`src/phc_pkg.sv`:
```
// Purpose: shared constants and types of the panel config and halt block
// Assumes: AXI4-Lite register slave with 32-bit data, one clock
// Notes:   all offsets are byte addresses of aligned words
package phc_pkg;

   ////////////////////////////////////////////////////////////////////////
   // bus
   localparam int         ADDR_W      = 8;
   localparam int         DATA_W      = 32;
   localparam logic [1:0] RESP_OKAY   = 2'h0;
   localparam logic [1:0] RESP_SLVERR = 2'h2;

   ////////////////////////////////////////////////////////////////////////
   // register offsets
   localparam logic [ADDR_W-1:0] OFF_BDR  = 8'h00;
   localparam logic [ADDR_W-1:0] OFF_STAT = 8'h04;
   localparam logic [ADDR_W-1:0] OFF_MASK = 8'h08;
   localparam logic [ADDR_W-1:0] OFF_CTRL = 8'h0C;

   ////////////////////////////////////////////////////////////////////////
   // boot and diagnostic register layout, low twelve bits
   localparam int BDR_W    = 12;
   localparam int LED_W    = 4;
   localparam int LED_LSB  = 0;
   localparam int MODE_W   = 2;
   localparam int CPU_W    = 2;
   localparam int RATE_W   = 3;

   typedef struct packed {
      logic [RATE_W-1:0] rate;
      logic [CPU_W-1:0]  cpu;
      logic [MODE_W-1:0] mode;
      logic              permit;
      logic [LED_W-1:0]  led;
   } phc_bdr_t;

   // leds stored as pin levels: all low is all lit
   localparam logic [LED_W-1:0] LED_PIN_RST = 4'h0;
   localparam logic [CPU_W-1:0] CPU_NORMAL  = 2'h0;

   ////////////////////////////////////////////////////////////////////////
   // events, status and mask share this layout
   localparam int EV_W       = 3;
   localparam int EV_HALT    = 0;
   localparam int EV_RESTART = 1;
   localparam int EV_IGNORED = 2;
   localparam logic [EV_W-1:0] EV_RST = 3'h0;
   localparam int CTRL_RESUME = 0;

   ////////////////////////////////////////////////////////////////////////
   // panel pins, all asynchronous to aclk
   typedef struct packed {
      logic              halt_permit_n;
      logic [MODE_W-1:0] power_up_mode_code_n;
      logic [CPU_W-1:0]  cpu_config_code_n;
      logic [RATE_W-1:0] console_rate_select_n;
      logic              bus_halt_n;
      logic              dc_power_good;
   } phc_pins_t;

   typedef enum logic {
      ST_RUN    = 1'b0,
      ST_HALTED = 1'b1
   } phc_state_t;

   ////////////////////////////////////////////////////////////////////////
   // console rate table, selected by the active-high rate code
   localparam int          DIV_W      = 17;
   localparam int unsigned OVERSAMPLE = 16;
   localparam int unsigned BAUD_TAB [8] = '{300, 600, 1200, 2400,
                                            4800, 9600, 19200, 38400};

endpackage

```
`src/phc_top.sv`:
```
// Purpose: panel configuration, diagnostic leds and halt arbitration
// Assumes: halt_instr and break_detect are one-cycle pulses on aclk
// Notes:   panel pins pass a two-flop synchroniser before any use
//
// The address map and the AXI4-Lite interface to the registers are this design's own decisions.
`timescale 1ns/100ps
module phc_top #(
   parameter int unsigned CLK_HZ = 250_000_000
) (
   // clock and reset
   input  wire logic                          aclk,
   input  wire logic                          aresetn,
   // axi4-lite write
   input  wire logic [phc_pkg::ADDR_W-1:0]    s_axi_awaddr,
   input  wire logic [2:0]                    s_axi_awprot,
   input  wire logic                          s_axi_awvalid,
   output logic                               s_axi_awready,
   input  wire logic [phc_pkg::DATA_W-1:0]    s_axi_wdata,
   input  wire logic [3:0]                    s_axi_wstrb,
   input  wire logic                          s_axi_wvalid,
   output logic                               s_axi_wready,
   output logic [1:0]                         s_axi_bresp,
   output logic                               s_axi_bvalid,
   input  wire logic                          s_axi_bready,
   // axi4-lite read
   input  wire logic [phc_pkg::ADDR_W-1:0]    s_axi_araddr,
   input  wire logic [2:0]                    s_axi_arprot,
   input  wire logic                          s_axi_arvalid,
   output logic                               s_axi_arready,
   output logic [phc_pkg::DATA_W-1:0]         s_axi_rdata,
   output logic [1:0]                         s_axi_rresp,
   output logic                               s_axi_rvalid,
   input  wire logic                          s_axi_rready,
   // panel
   input  wire phc_pkg::phc_pins_t            panel_pins,
   output logic [phc_pkg::LED_W-1:0]          diag_led_out_n,
   // processor side
   input  wire logic                          halt_instr,
   input  wire logic                          break_detect,
   output logic                               cpu_halted,
   output logic                               restart_req,
   output logic                               baud_tick,
   output logic                               irq
);

   ////////////////////////////////////////////////////////////////////////
   // decode shared by the read and write paths

   function automatic logic is_mapped(input logic [phc_pkg::ADDR_W-1:0] a);
      is_mapped = (a == phc_pkg::OFF_BDR) || (a == phc_pkg::OFF_STAT) ||
                  (a == phc_pkg::OFF_MASK) || (a == phc_pkg::OFF_CTRL);
   endfunction

   function automatic logic [phc_pkg::DIV_W-1:0] rate_div(
      input logic [phc_pkg::RATE_W-1:0] c);
      rate_div = phc_pkg::DIV_W'(CLK_HZ /
                 (phc_pkg::OVERSAMPLE * phc_pkg::BAUD_TAB[c]));
   endfunction

   ////////////////////////////////////////////////////////////////////////
   // synchronisers

   localparam int PIN_W = $bits(phc_pkg::phc_pins_t);
   logic [PIN_W-1:0]   pin_s1_q;
   logic [PIN_W-1:0]   pin_s2_q;
   phc_pkg::phc_pins_t pin_s;

   genvar gi;
   generate
      for (gi = 0; gi < PIN_W; gi++) begin : g_sync
         always_ff @(posedge aclk) begin
            pin_s1_q[gi] <= panel_pins[gi];
            pin_s2_q[gi] <= pin_s1_q[gi];
         end
      end
   endgenerate

   assign pin_s = phc_pkg::phc_pins_t'(pin_s2_q);

   ////////////////////////////////////////////////////////////////////////
   // axi4-lite slave, one write and one read in flight

   logic                         awready_q, wready_q, bvalid_q;
   logic                         arready_q, rvalid_q;
   logic                         aw_got_q, w_got_q;
   logic [phc_pkg::ADDR_W-1:0]   awaddr_q;
   logic [phc_pkg::DATA_W-1:0]   wdata_q;
   logic [3:0]                   wstrb_q;
   logic [1:0]                   bresp_q, rresp_q;
   logic [phc_pkg::DATA_W-1:0]   rdata_q;

   wire aw_hs    = s_axi_awvalid & awready_q;
   wire w_hs     = s_axi_wvalid & wready_q;
   wire wr_fire  = aw_got_q & w_got_q & ~bvalid_q;
   wire aw_got_d = (aw_got_q | aw_hs) & ~wr_fire;
   wire w_got_d  = (w_got_q | w_hs) & ~wr_fire;
   wire bvalid_d = wr_fire | (bvalid_q & ~s_axi_bready);
   wire ar_hs    = s_axi_arvalid & arready_q;
   wire rvalid_d = ar_hs | (rvalid_q & ~s_axi_rready);
   wire byte0    = wr_fire & wstrb_q[0];

   wire wr_bdr   = byte0 & (awaddr_q == phc_pkg::OFF_BDR);
   wire wr_stat  = byte0 & (awaddr_q == phc_pkg::OFF_STAT);
   wire wr_mask  = byte0 & (awaddr_q == phc_pkg::OFF_MASK);
   wire wr_ctrl  = byte0 & (awaddr_q == phc_pkg::OFF_CTRL);

   always_ff @(posedge aclk) begin
      if (!aresetn) begin
         aw_got_q  <= 1'b0;
         w_got_q   <= 1'b0;
         awready_q <= 1'b0;
         wready_q  <= 1'b0;
         bvalid_q  <= 1'b0;
         bresp_q   <= phc_pkg::RESP_OKAY;
         arready_q <= 1'b0;
         rvalid_q  <= 1'b0;
      end else begin
         aw_got_q  <= aw_got_d;
         w_got_q   <= w_got_d;
         awready_q <= ~aw_got_d;
         wready_q  <= ~w_got_d;
         bvalid_q  <= bvalid_d;
         arready_q <= ~rvalid_d;
         rvalid_q  <= rvalid_d;
         if (wr_fire) begin
            bresp_q <= is_mapped(awaddr_q) ? phc_pkg::RESP_OKAY
                                           : phc_pkg::RESP_SLVERR;
         end
      end
   end

   // payload registers need no reset; guarded by the got flags
   always_ff @(posedge aclk) begin
      if (aw_hs) begin
         awaddr_q <= s_axi_awaddr;
      end
      if (w_hs) begin
         wdata_q <= s_axi_wdata;
         wstrb_q <= s_axi_wstrb;
      end
   end

   ////////////////////////////////////////////////////////////////////////
   // halt arbitration

   phc_pkg::phc_state_t state_q, state_d;
   logic                halted_q, restart_q, bus_halt_prev_q;

   wire permit     = ~pin_s.halt_permit_n;
   wire bus_halt   = ~pin_s.bus_halt_n;
   wire halt_go    = permit & (halt_instr | break_detect | bus_halt);
   wire reboot     = ~permit & halt_instr;
   wire ignored    = ~permit & (break_detect | (bus_halt & ~bus_halt_prev_q));
   wire resume     = wr_ctrl & wdata_q[phc_pkg::CTRL_RESUME];
   wire running    = (state_q == phc_pkg::ST_RUN);

   always_comb begin
      state_d = state_q;
      unique case (state_q)
         phc_pkg::ST_RUN: begin
            if (halt_go) begin
               state_d = phc_pkg::ST_HALTED;
            end
         end
         phc_pkg::ST_HALTED: begin
            // a fresh cause outranks a resume in the same cycle
            if (resume && !halt_go) begin
               state_d = phc_pkg::ST_RUN;
            end
         end
      endcase
   end

   always_ff @(posedge aclk) begin
      if (!aresetn) begin
         state_q         <= phc_pkg::ST_RUN;
         halted_q        <= 1'b0;
         restart_q       <= 1'b0;
         bus_halt_prev_q <= 1'b0;
      end else begin
         state_q         <= state_d;
         halted_q        <= (state_d == phc_pkg::ST_HALTED);
         restart_q       <= reboot & running;
         bus_halt_prev_q <= bus_halt;
      end
   end

   ////////////////////////////////////////////////////////////////////////
   // diagnostic leds, held as pin levels

   logic [phc_pkg::LED_W-1:0] led_n_q;
   wire led_force = ~running & ~pin_s.dc_power_good;

   always_ff @(posedge aclk) begin
      if (!aresetn) begin
         led_n_q <= phc_pkg::LED_PIN_RST;
      end else if (led_force) begin
         led_n_q <= phc_pkg::LED_PIN_RST;
      end else if (wr_bdr) begin
         led_n_q <= ~wdata_q[phc_pkg::LED_LSB +: phc_pkg::LED_W];
      end
   end

   ////////////////////////////////////////////////////////////////////////
   // events, status and interrupt

   logic [phc_pkg::EV_W-1:0] stat_q, mask_q;
   logic                     irq_q;
   logic [phc_pkg::EV_W-1:0] ev;

   assign ev[phc_pkg::EV_HALT]    = running & halt_go;
   assign ev[phc_pkg::EV_RESTART] = running & reboot;
   assign ev[phc_pkg::EV_IGNORED] = ignored;

   // set wins over a clearing write in the same cycle
   wire [phc_pkg::EV_W-1:0] stat_clr = wr_stat ? wdata_q[phc_pkg::EV_W-1:0]
                                               : phc_pkg::EV_RST;
   wire [phc_pkg::EV_W-1:0] stat_d   = (stat_q & ~stat_clr) | ev;

   always_ff @(posedge aclk) begin
      if (!aresetn) begin
         stat_q <= phc_pkg::EV_RST;
         mask_q <= phc_pkg::EV_RST;
         irq_q  <= 1'b0;
      end else begin
         stat_q <= stat_d;
         if (wr_mask) begin
            mask_q <= wdata_q[phc_pkg::EV_W-1:0];
         end
         irq_q <= |(stat_q & mask_q);
      end
   end

   ////////////////////////////////////////////////////////////////////////
   // console rate divider, one-cycle enable at sixteen times the baud

   logic [phc_pkg::DIV_W-1:0] div_q;
   logic                      tick_q;
   wire  [phc_pkg::DIV_W-1:0] div_term = rate_div(~pin_s.console_rate_select_n);
   // compare with >= so a higher rate code never strands the counter
   wire                       div_end  = (div_q >= div_term - phc_pkg::DIV_W'(1));

   always_ff @(posedge aclk) begin
      if (!aresetn) begin
         div_q  <= '0;
         tick_q <= 1'b0;
      end else begin
         div_q  <= div_end ? '0 : div_q + phc_pkg::DIV_W'(1);
         tick_q <= div_end;
      end
   end

   ////////////////////////////////////////////////////////////////////////
   // read path

   phc_pkg::phc_bdr_t bdr_view;
   assign bdr_view.led    = ~led_n_q;
   assign bdr_view.permit = pin_s.halt_permit_n;
   assign bdr_view.mode   = ~pin_s.power_up_mode_code_n;
   assign bdr_view.cpu    = ~pin_s.cpu_config_code_n;
   assign bdr_view.rate   = ~pin_s.console_rate_select_n;

   wire [phc_pkg::DATA_W-1:0] rd_word =
      (s_axi_araddr == phc_pkg::OFF_BDR)  ? phc_pkg::DATA_W'(bdr_view) :
      (s_axi_araddr == phc_pkg::OFF_STAT) ? phc_pkg::DATA_W'(stat_q)   :
      (s_axi_araddr == phc_pkg::OFF_MASK) ? phc_pkg::DATA_W'(mask_q)   :
      (s_axi_araddr == phc_pkg::OFF_CTRL) ? phc_pkg::DATA_W'(halted_q) :
                                            '0;

   always_ff @(posedge aclk) begin
      if (!aresetn) begin
         rdata_q <= '0;
         rresp_q <= phc_pkg::RESP_OKAY;
      end else if (ar_hs) begin
         rdata_q <= rd_word;
         rresp_q <= is_mapped(s_axi_araddr) ? phc_pkg::RESP_OKAY
                                            : phc_pkg::RESP_SLVERR;
      end
   end

   ////////////////////////////////////////////////////////////////////////
   // outputs

   assign s_axi_awready  = awready_q;
   assign s_axi_wready   = wready_q;
   assign s_axi_bvalid   = bvalid_q;
   assign s_axi_bresp    = bresp_q;
   assign s_axi_arready  = arready_q;
   assign s_axi_rvalid   = rvalid_q;
   assign s_axi_rdata    = rdata_q;
   assign s_axi_rresp    = rresp_q;
   assign diag_led_out_n = led_n_q;
   assign cpu_halted     = halted_q;
   assign restart_req    = restart_q;
   assign baud_tick      = tick_q;
   assign irq            = irq_q;
endmodule // phc_top

```
`config.mk`:
```
export PLATFORM = sky130hd
export DESIGN_NAME = phc_top
export DESIGN_NICKNAME = d
export VERILOG_FILES = /design/src/phc_pkg.sv /design/src/phc_top.sv
export SDC_FILE = /design/constraint.sdc
export NUM_CORES = 1
export LEC_CHECK = 0
export ABC_AREA = 1
export BUFFER_PORTS_ARGS = -buffer_cell sky130_fd_sc_hd__buf_4
export CORE_MARGIN = 2
export CORE_UTILIZATION = 55
export CTS_BUF_LIST = sky130_fd_sc_hd__clkbuf_4 sky130_fd_sc_hd__clkbuf_8
export DETAILED_ROUTE_END_ITERATION = 10
export PLACE_DENSITY = 0.74
export SLEW_MARGIN = 10
export SYNTH_ARGS = -nofsm -noshare
export SYNTH_HDL_FRONTEND = slang
export SYNTH_SLANG_ARGS = --single-unit
```
`constraint.sdc`:
```
create_clock -name aclk -period 64.2 [get_ports aclk]
set_clock_uncertainty 0.05 [all_clocks]
set_input_delay 6.42 -clock aclk [delete_from_list [all_inputs] [get_ports aclk]]
set_output_delay 6.42 -clock aclk [all_outputs]
set_load 0.01 [all_outputs]
```
== Word-level counts from Yosys, hierarchy flattened ==
Memory sizes are Yosys's and may differ from the RTL's.
Cells that the tools add are included.
Storage, ports and cells
  input port bits: 77
  register bits: 108
  logic and storage cells: 131
  bits in read-only memories: 256
  output and inout bits: 49
  memories: 1
Operators by class
  $lt $le $gt $ge: 2
  multiplexer cells: 12
  add/subtract/negate cells: 2
  div/mod/pow operators: 1
  eq/ne operators: 6
  bitwise logic cells: 52
  reduce and logical (&&, ||, !) cells: 13
Memories
  (no name shown): words 8, bits a word 32, read ports 1, clocked after Yosys merged registers in 0, wr ports 0, line phc_top.sv:57  | (phc_pkg::OVERSAMPLE * phc_pkg::BAUD_TAB[c]));
Operators with widths (count)
  $mux W28: 2
  $div A28 B32 Y32 const A: 1
  $eq A8 B4 Y1 const B: 4
  $and A1 B1 Y1: 22
  $add A17 B1 Y17 const B: 1
  $ge A17 B17 Y1: 1
  $sub A17 B1 Y17 const B: 1
  $eq A8 B3 Y1 const B: 2
  $logic_not A8 Y1: 2
  $not A1 Y1: 13
  $mux W12: 1
  $mux W3: 3
  $not A4 Y4: 2
  $or A1 B1 Y1: 7
  $and A3 B3 Y3: 2
  $logic_or A1 B1 Y1: 6
  $not A3 Y3: 2
  $ge A4 B4 Y1 const B: 1
  $mux W2: 2
  $not A2 Y2: 2
  $not A3 Y4: 1
  $reduce_or A2 Y1: 2
  $mux W1: 3
  $or A3 B3 Y3: 1
  4 further kinds: 4

== Depth between registers and ports, before layout ==
  depth in word-level cells: 9
  depth in mapped cells: 306
  mapped depth without buffers: 288

== Worst setup path before layout ==
OpenSTA, ideal clock, no wires.
  path type: reg-to-reg
  start point: register pin_s2_q[3] (netlist: pin_s[3])
  end point: register div_q[10] (netlist bit)
  library setup time: 0.070 ns
  required time: 64.080 ns
  arrival time: 37.642 ns
  slack: 26.437 ns
  cell stages (with the launch flop): 264
  path through: dfxtp_1 -> clkbuf_1 -> inv_1 -> ha_1 -> nand2_1 -> inv_2 -> nor2_1 -> inv_2 -> nand2_1 -> nor3_1 -> nand2_1 -> inv_1 -> nand2_1 -> nand2_1 -> inv_1 -> ha_1 -> nand3_1 -> nor3_1 -> [228 not listed] -> a21oi_1 -> ha_1 -> inv_1 -> nand2_1 -> a21oi_1 -> nor2_1 -> o21ai_0 -> nand2_1 -> a21oi_1 -> nor2_1 -> o21ai_0 -> a21oi_1 -> a2111oi_0 -> o221ai_1 -> or2_2 -> clkbuf_1 -> clkbuf_1 -> a21oi_1
Between the ends
  longest elaborated chain between the ends: 9
Ends and longest elaborated chain
  from (decl): line phc_top.sv:65  | logic [PIN_W-1:0] pin_s2_q;
  from (signal, indexed assignment): line phc_top.sv:73  | pin_s2_q[gi] <= pin_s1_q[gi];
  $not A3 Y3: line phc_top.sv:239  | wire [phc_pkg::DIV_W-1:0] div_term = rate_div(~pin_s.console_rate_select_n);
  $not A3 Y4 (not written as such): line phc_top.sv:57
  $mem_v2 Z8 W32
  $mux W28 (not written as such) (2 in series): line phc_top.sv:57
  $div A28 B32 Y32: line phc_top.sv:56  | rate_div = phc_pkg::DIV_W'(CLK_HZ /
  $sub A17 B1 Y17: line phc_top.sv:241  | wire div_end = (div_q >= div_term - phc_pkg::DIV_W'(1));
  $ge A17 B17 Y1: line phc_top.sv:241
  $reduce_or A2 Y1 (no line)
  to (signal assigned): line phc_top.sv:248  | div_q <= div_end ? '0 : div_q + phc_pkg::DIV_W'(1);
  to (decl): line phc_top.sv:237  | logic [phc_pkg::DIV_W-1:0] div_q;
Every way passes these cells. The select of a mux whose other input is x is not followed.
A chain may end at the register's enable or synchronous reset.

== Worst setup path after layout ==
  start point: register pin_s2_q[3] (netlist: pin_s[3])
  end point: register div_q[7] (netlist bit)
The elaborated chain is that of the path after synthesis.

==> flow_metrics.py <==
metrics = {
    "layout": {
        "fillers": 3376,
        "fin_cells": 3629,
        "regArea_mm2": 0.001852,
        "nNetsFinal": 3493,
        "multi_input_area_mm2": 0.01498,
        "syn_to_final_growth_pct": 5.617,
        "drive_gt1_share_pct": 8.333,
    },
    "grt": {
        "grt_pass1_vias": 20180,
        "grt_util_all_layers_pct": 35.61,
        "gr-total-overflow": 0,
        "grt_pass1_wl_um": 102700,
        "antenna_found_initial": 1,
        "grt_max_degree": 42,
    },
    "timing": {
        "finalSetupViolCount": 0,
        "rsz0062_at_grt": "false",
        "timing.final.hold_violations": 0,
        "relSlewSlack_pct": 26.10,
        "layout_setup_ws_ps": 16840,
        "tns_ps": 0,
        "clock.fmax_mhz": 21.11,
        "finalCritPeriodShare_pct": 73.77,
        "min_period_ps": 47360,
        "drv_slew": 0,
        "worst_slew_pin_slew_ps": 1098,
    },
    "place": {
        "dp_hpwl_um": 50690,
        "pre_cts_ws_ps": 18110,
        "gp_congestion": 1.038,
        "dp.cells": 3612,
        "io_buffers": 66,
    },
    "die": {
        "start_util_pct": 55.93,
        "io_pins": 126,
        "die_area_mm2": 0.03559,
        "row_count": 67,
        "die_x_um": 188.7,
        "core_region_area_mm2": 0.03353,
        "die_h_um": 188.7,
    },
    "detailed_routing": {
        "wl_met3_um": 6109,
        "met2_length_um": 28570,
        "ant_nets": 0,
        "remaining_drc_errors": 0,
        "drtIter0Drc": 1970,
        "dr.pass1.iters": 8,
        "via_per_inst": 5.935,
        "highest_layer": "met4",
        "detail_route.wl_per_cell_um": 17.82,
        "routed_wirelength_um": 64660,
        "num_vias": 21540,
        "wirelength_met1_um": 27040,
    },
    "synth": {
        "avgSynthCellArea_um2": 5.967,
        "synth_common_cells": "nand2_1, inv_1, nor2_1",
        "synth_largest_area_cell": "ha_1",
        "ys_warn_count": 0,
        "async_flop_share_pct": 0,
        "yosys_most_used_dff": "dfxtp_1",
        "synth_edf_count": 13,
        "synth_area_mm2": 0.01876,
        "ys_types": 71,
        "synthCells": 3143,
        "synth.most_common_cell": "nand2_1",
        "ys_seq_area_share_pct": 9.873,
        "synth_top_area_share_pct": 15.81,
        "yosys-top-cells-area": "ha_1, nand2_1, dfxtp_1",
        "ys_ff_latch": 86,
    },
    "clock_network": {
        "cts.sinks": 86,
        "clk_path_buf_depth": 2,
        "postCtsHoldBufs": 0,
        "numCtsBuffers": 9,
        "htreeDepth": 3,
        "path_clk_slew_ps": 100,
        "postCtsSetupBuffers": 0,
        "clk_latency_ps": 360,
        "root_buffer": "clkbuf_8",
        "cts_resized": 0,
        "tritoncts": "built",
    },
    "worst_setup_path": {
        "reg2reg_to": "div_q[7]",
        "r2r-start": "pin_s[3]",
        "max_stage_delay_ps": 930,
        "path_class": "flop to flop",
        "crit_top_cell": "nand2_1",
        "crit_slowest_cell": "dfxtp_1",
        "start_kind": "flop",
        "rrSetupSlack_ps": 16840,
        "path_max_fanout": 26,
        "end_kind": "flop",
        "arrival_ps": 47590,
        "worstPathRequired_ps": 64430,
        "reg2regPathDepth": 240,
    },
    "worst_hold_path": {
        "hold_path.class": "flop to flop",
        "min_from": "pin_s1_q[1]",
        "min_to": "pin_s[1]",
        "whs_path_depth": 0,
    },
    "run_status": {
        "status": "completed",
    },
    "flow_run": {
        "timing.max_cap.violations": 0,
    },
}
[routing by layer]
metal,vias to the layer above,track usage (%)
met2,1028,58.70
li1,10540,-
met5,-,0
met3,189,5.439
met4,0,16.11
met1,9787,45.80
[flip-flops by register name (all words and copies together), names as in the netlist, 3 cells and up]
| name | flops |
|---|---|
| diag_led_out_n | 4 |
| s_axi_rdata | 12 |
| div_q | 17 |
| stat_q | 3 |
| wdata_q | 4 |
| awaddr_q | 8 |
| pin_s | 9 |
| pin_s1_q | 10 |
| mask_q | 3 |
[cell families (layout without fill, tap and decap cells)]
family | after synthesis | in the layout | synth area share (%)
AO/OA/AOI/OAI | 572 | 572 | 17.14
XOR/XNOR | 154 | 154 | 7.191
adder cells (fa/ha/maj) | 241 | 241 | 16.24
buffers and inverters | 489 | 504 | 10.71
flip-flops | 86 | 86 | 9.873
multiplexers | 1 | 1 | 0.05337
other | 1 | 24 | 0.01999
AND/OR/NAND/NOR | 1599 | 1599 | 38.77
[layout by cell type (no fill, tap or decap), drive strengths merged, types with 7 or more instances in the layout]
| cell | count |
|---|---|
| nor3b | 9 |
| ha | 237 |
| clkbuf | 9 |
| o21ai | 234 |
| nor2 | 307 |
| nand3b | 13 |
| o21bai | 18 |
| conb | 23 |
| o211ai | 15 |
| buf | 92 |
| a21oi | 216 |
| inv | 393 |
| nand3 | 271 |
| or2 | 23 |
| a21o | 11 |
| nor3 | 58 |
| xnor2 | 50 |
| edfxtp | 13 |
| a31oi | 23 |
| clkinv | 7 |
| nand4 | 73 |
| nor4 | 11 |
| a211oi | 11 |
| dfxtp | 73 |
| nand2 | 829 |
| xor2 | 104 |
[cell type report]
cell class                      count  area share [%]
Clock buffer                        9          0.6253
Sequential cell                    86           9.348
Tap cell                          448           2.830
Inverter                          396           7.510
Antenna cell                        1         0.01263
Multi-Input combinational cell   2590           75.62
Clock inverter                      7          0.5685
Timing Repair Buffer               92           3.487
[through the flow]
step	hold WS, ps	util [%]	instance area, µm²
finish	279.0	59.07	19810
global route	287.3	59.07	19810
CTS	285.1	59.07	19810
detailed placement	263.2	58.36	19570
global placement	260.0	58.36	19570
floorplan	259.6	-	18840
[how the worst max path moves through the flow]
stage,startpoint,to,slack (ps),cells past startpoint
5_1_grt,pin_s[3],div_q[7],12740,242
3_5_place_dp,pin_s[3],div_q[7],18110,241
3_3_place_gp,pin_s[3],div_q[14],18850,240
6_report,pin_s[3],div_q[7],16840,240
4_1_cts,pin_s[3],div_q[7],17990,240
2_1_floorplan,pin_s[3],div_q[10],26440,263
[worst max-delay path, delay by kind of cell, from the launching register on]
kind	cells	cell delay, ps
buf+inv	34	5720
simple gates	108	16880
compound gates	75	16170
fa+ha+maj	22	7240
xor+xnor	1	140
flops	1	930
Power is not shown: default switching activity piles up to over one toggle a cycle in this logic, so the estimate is an artifact.
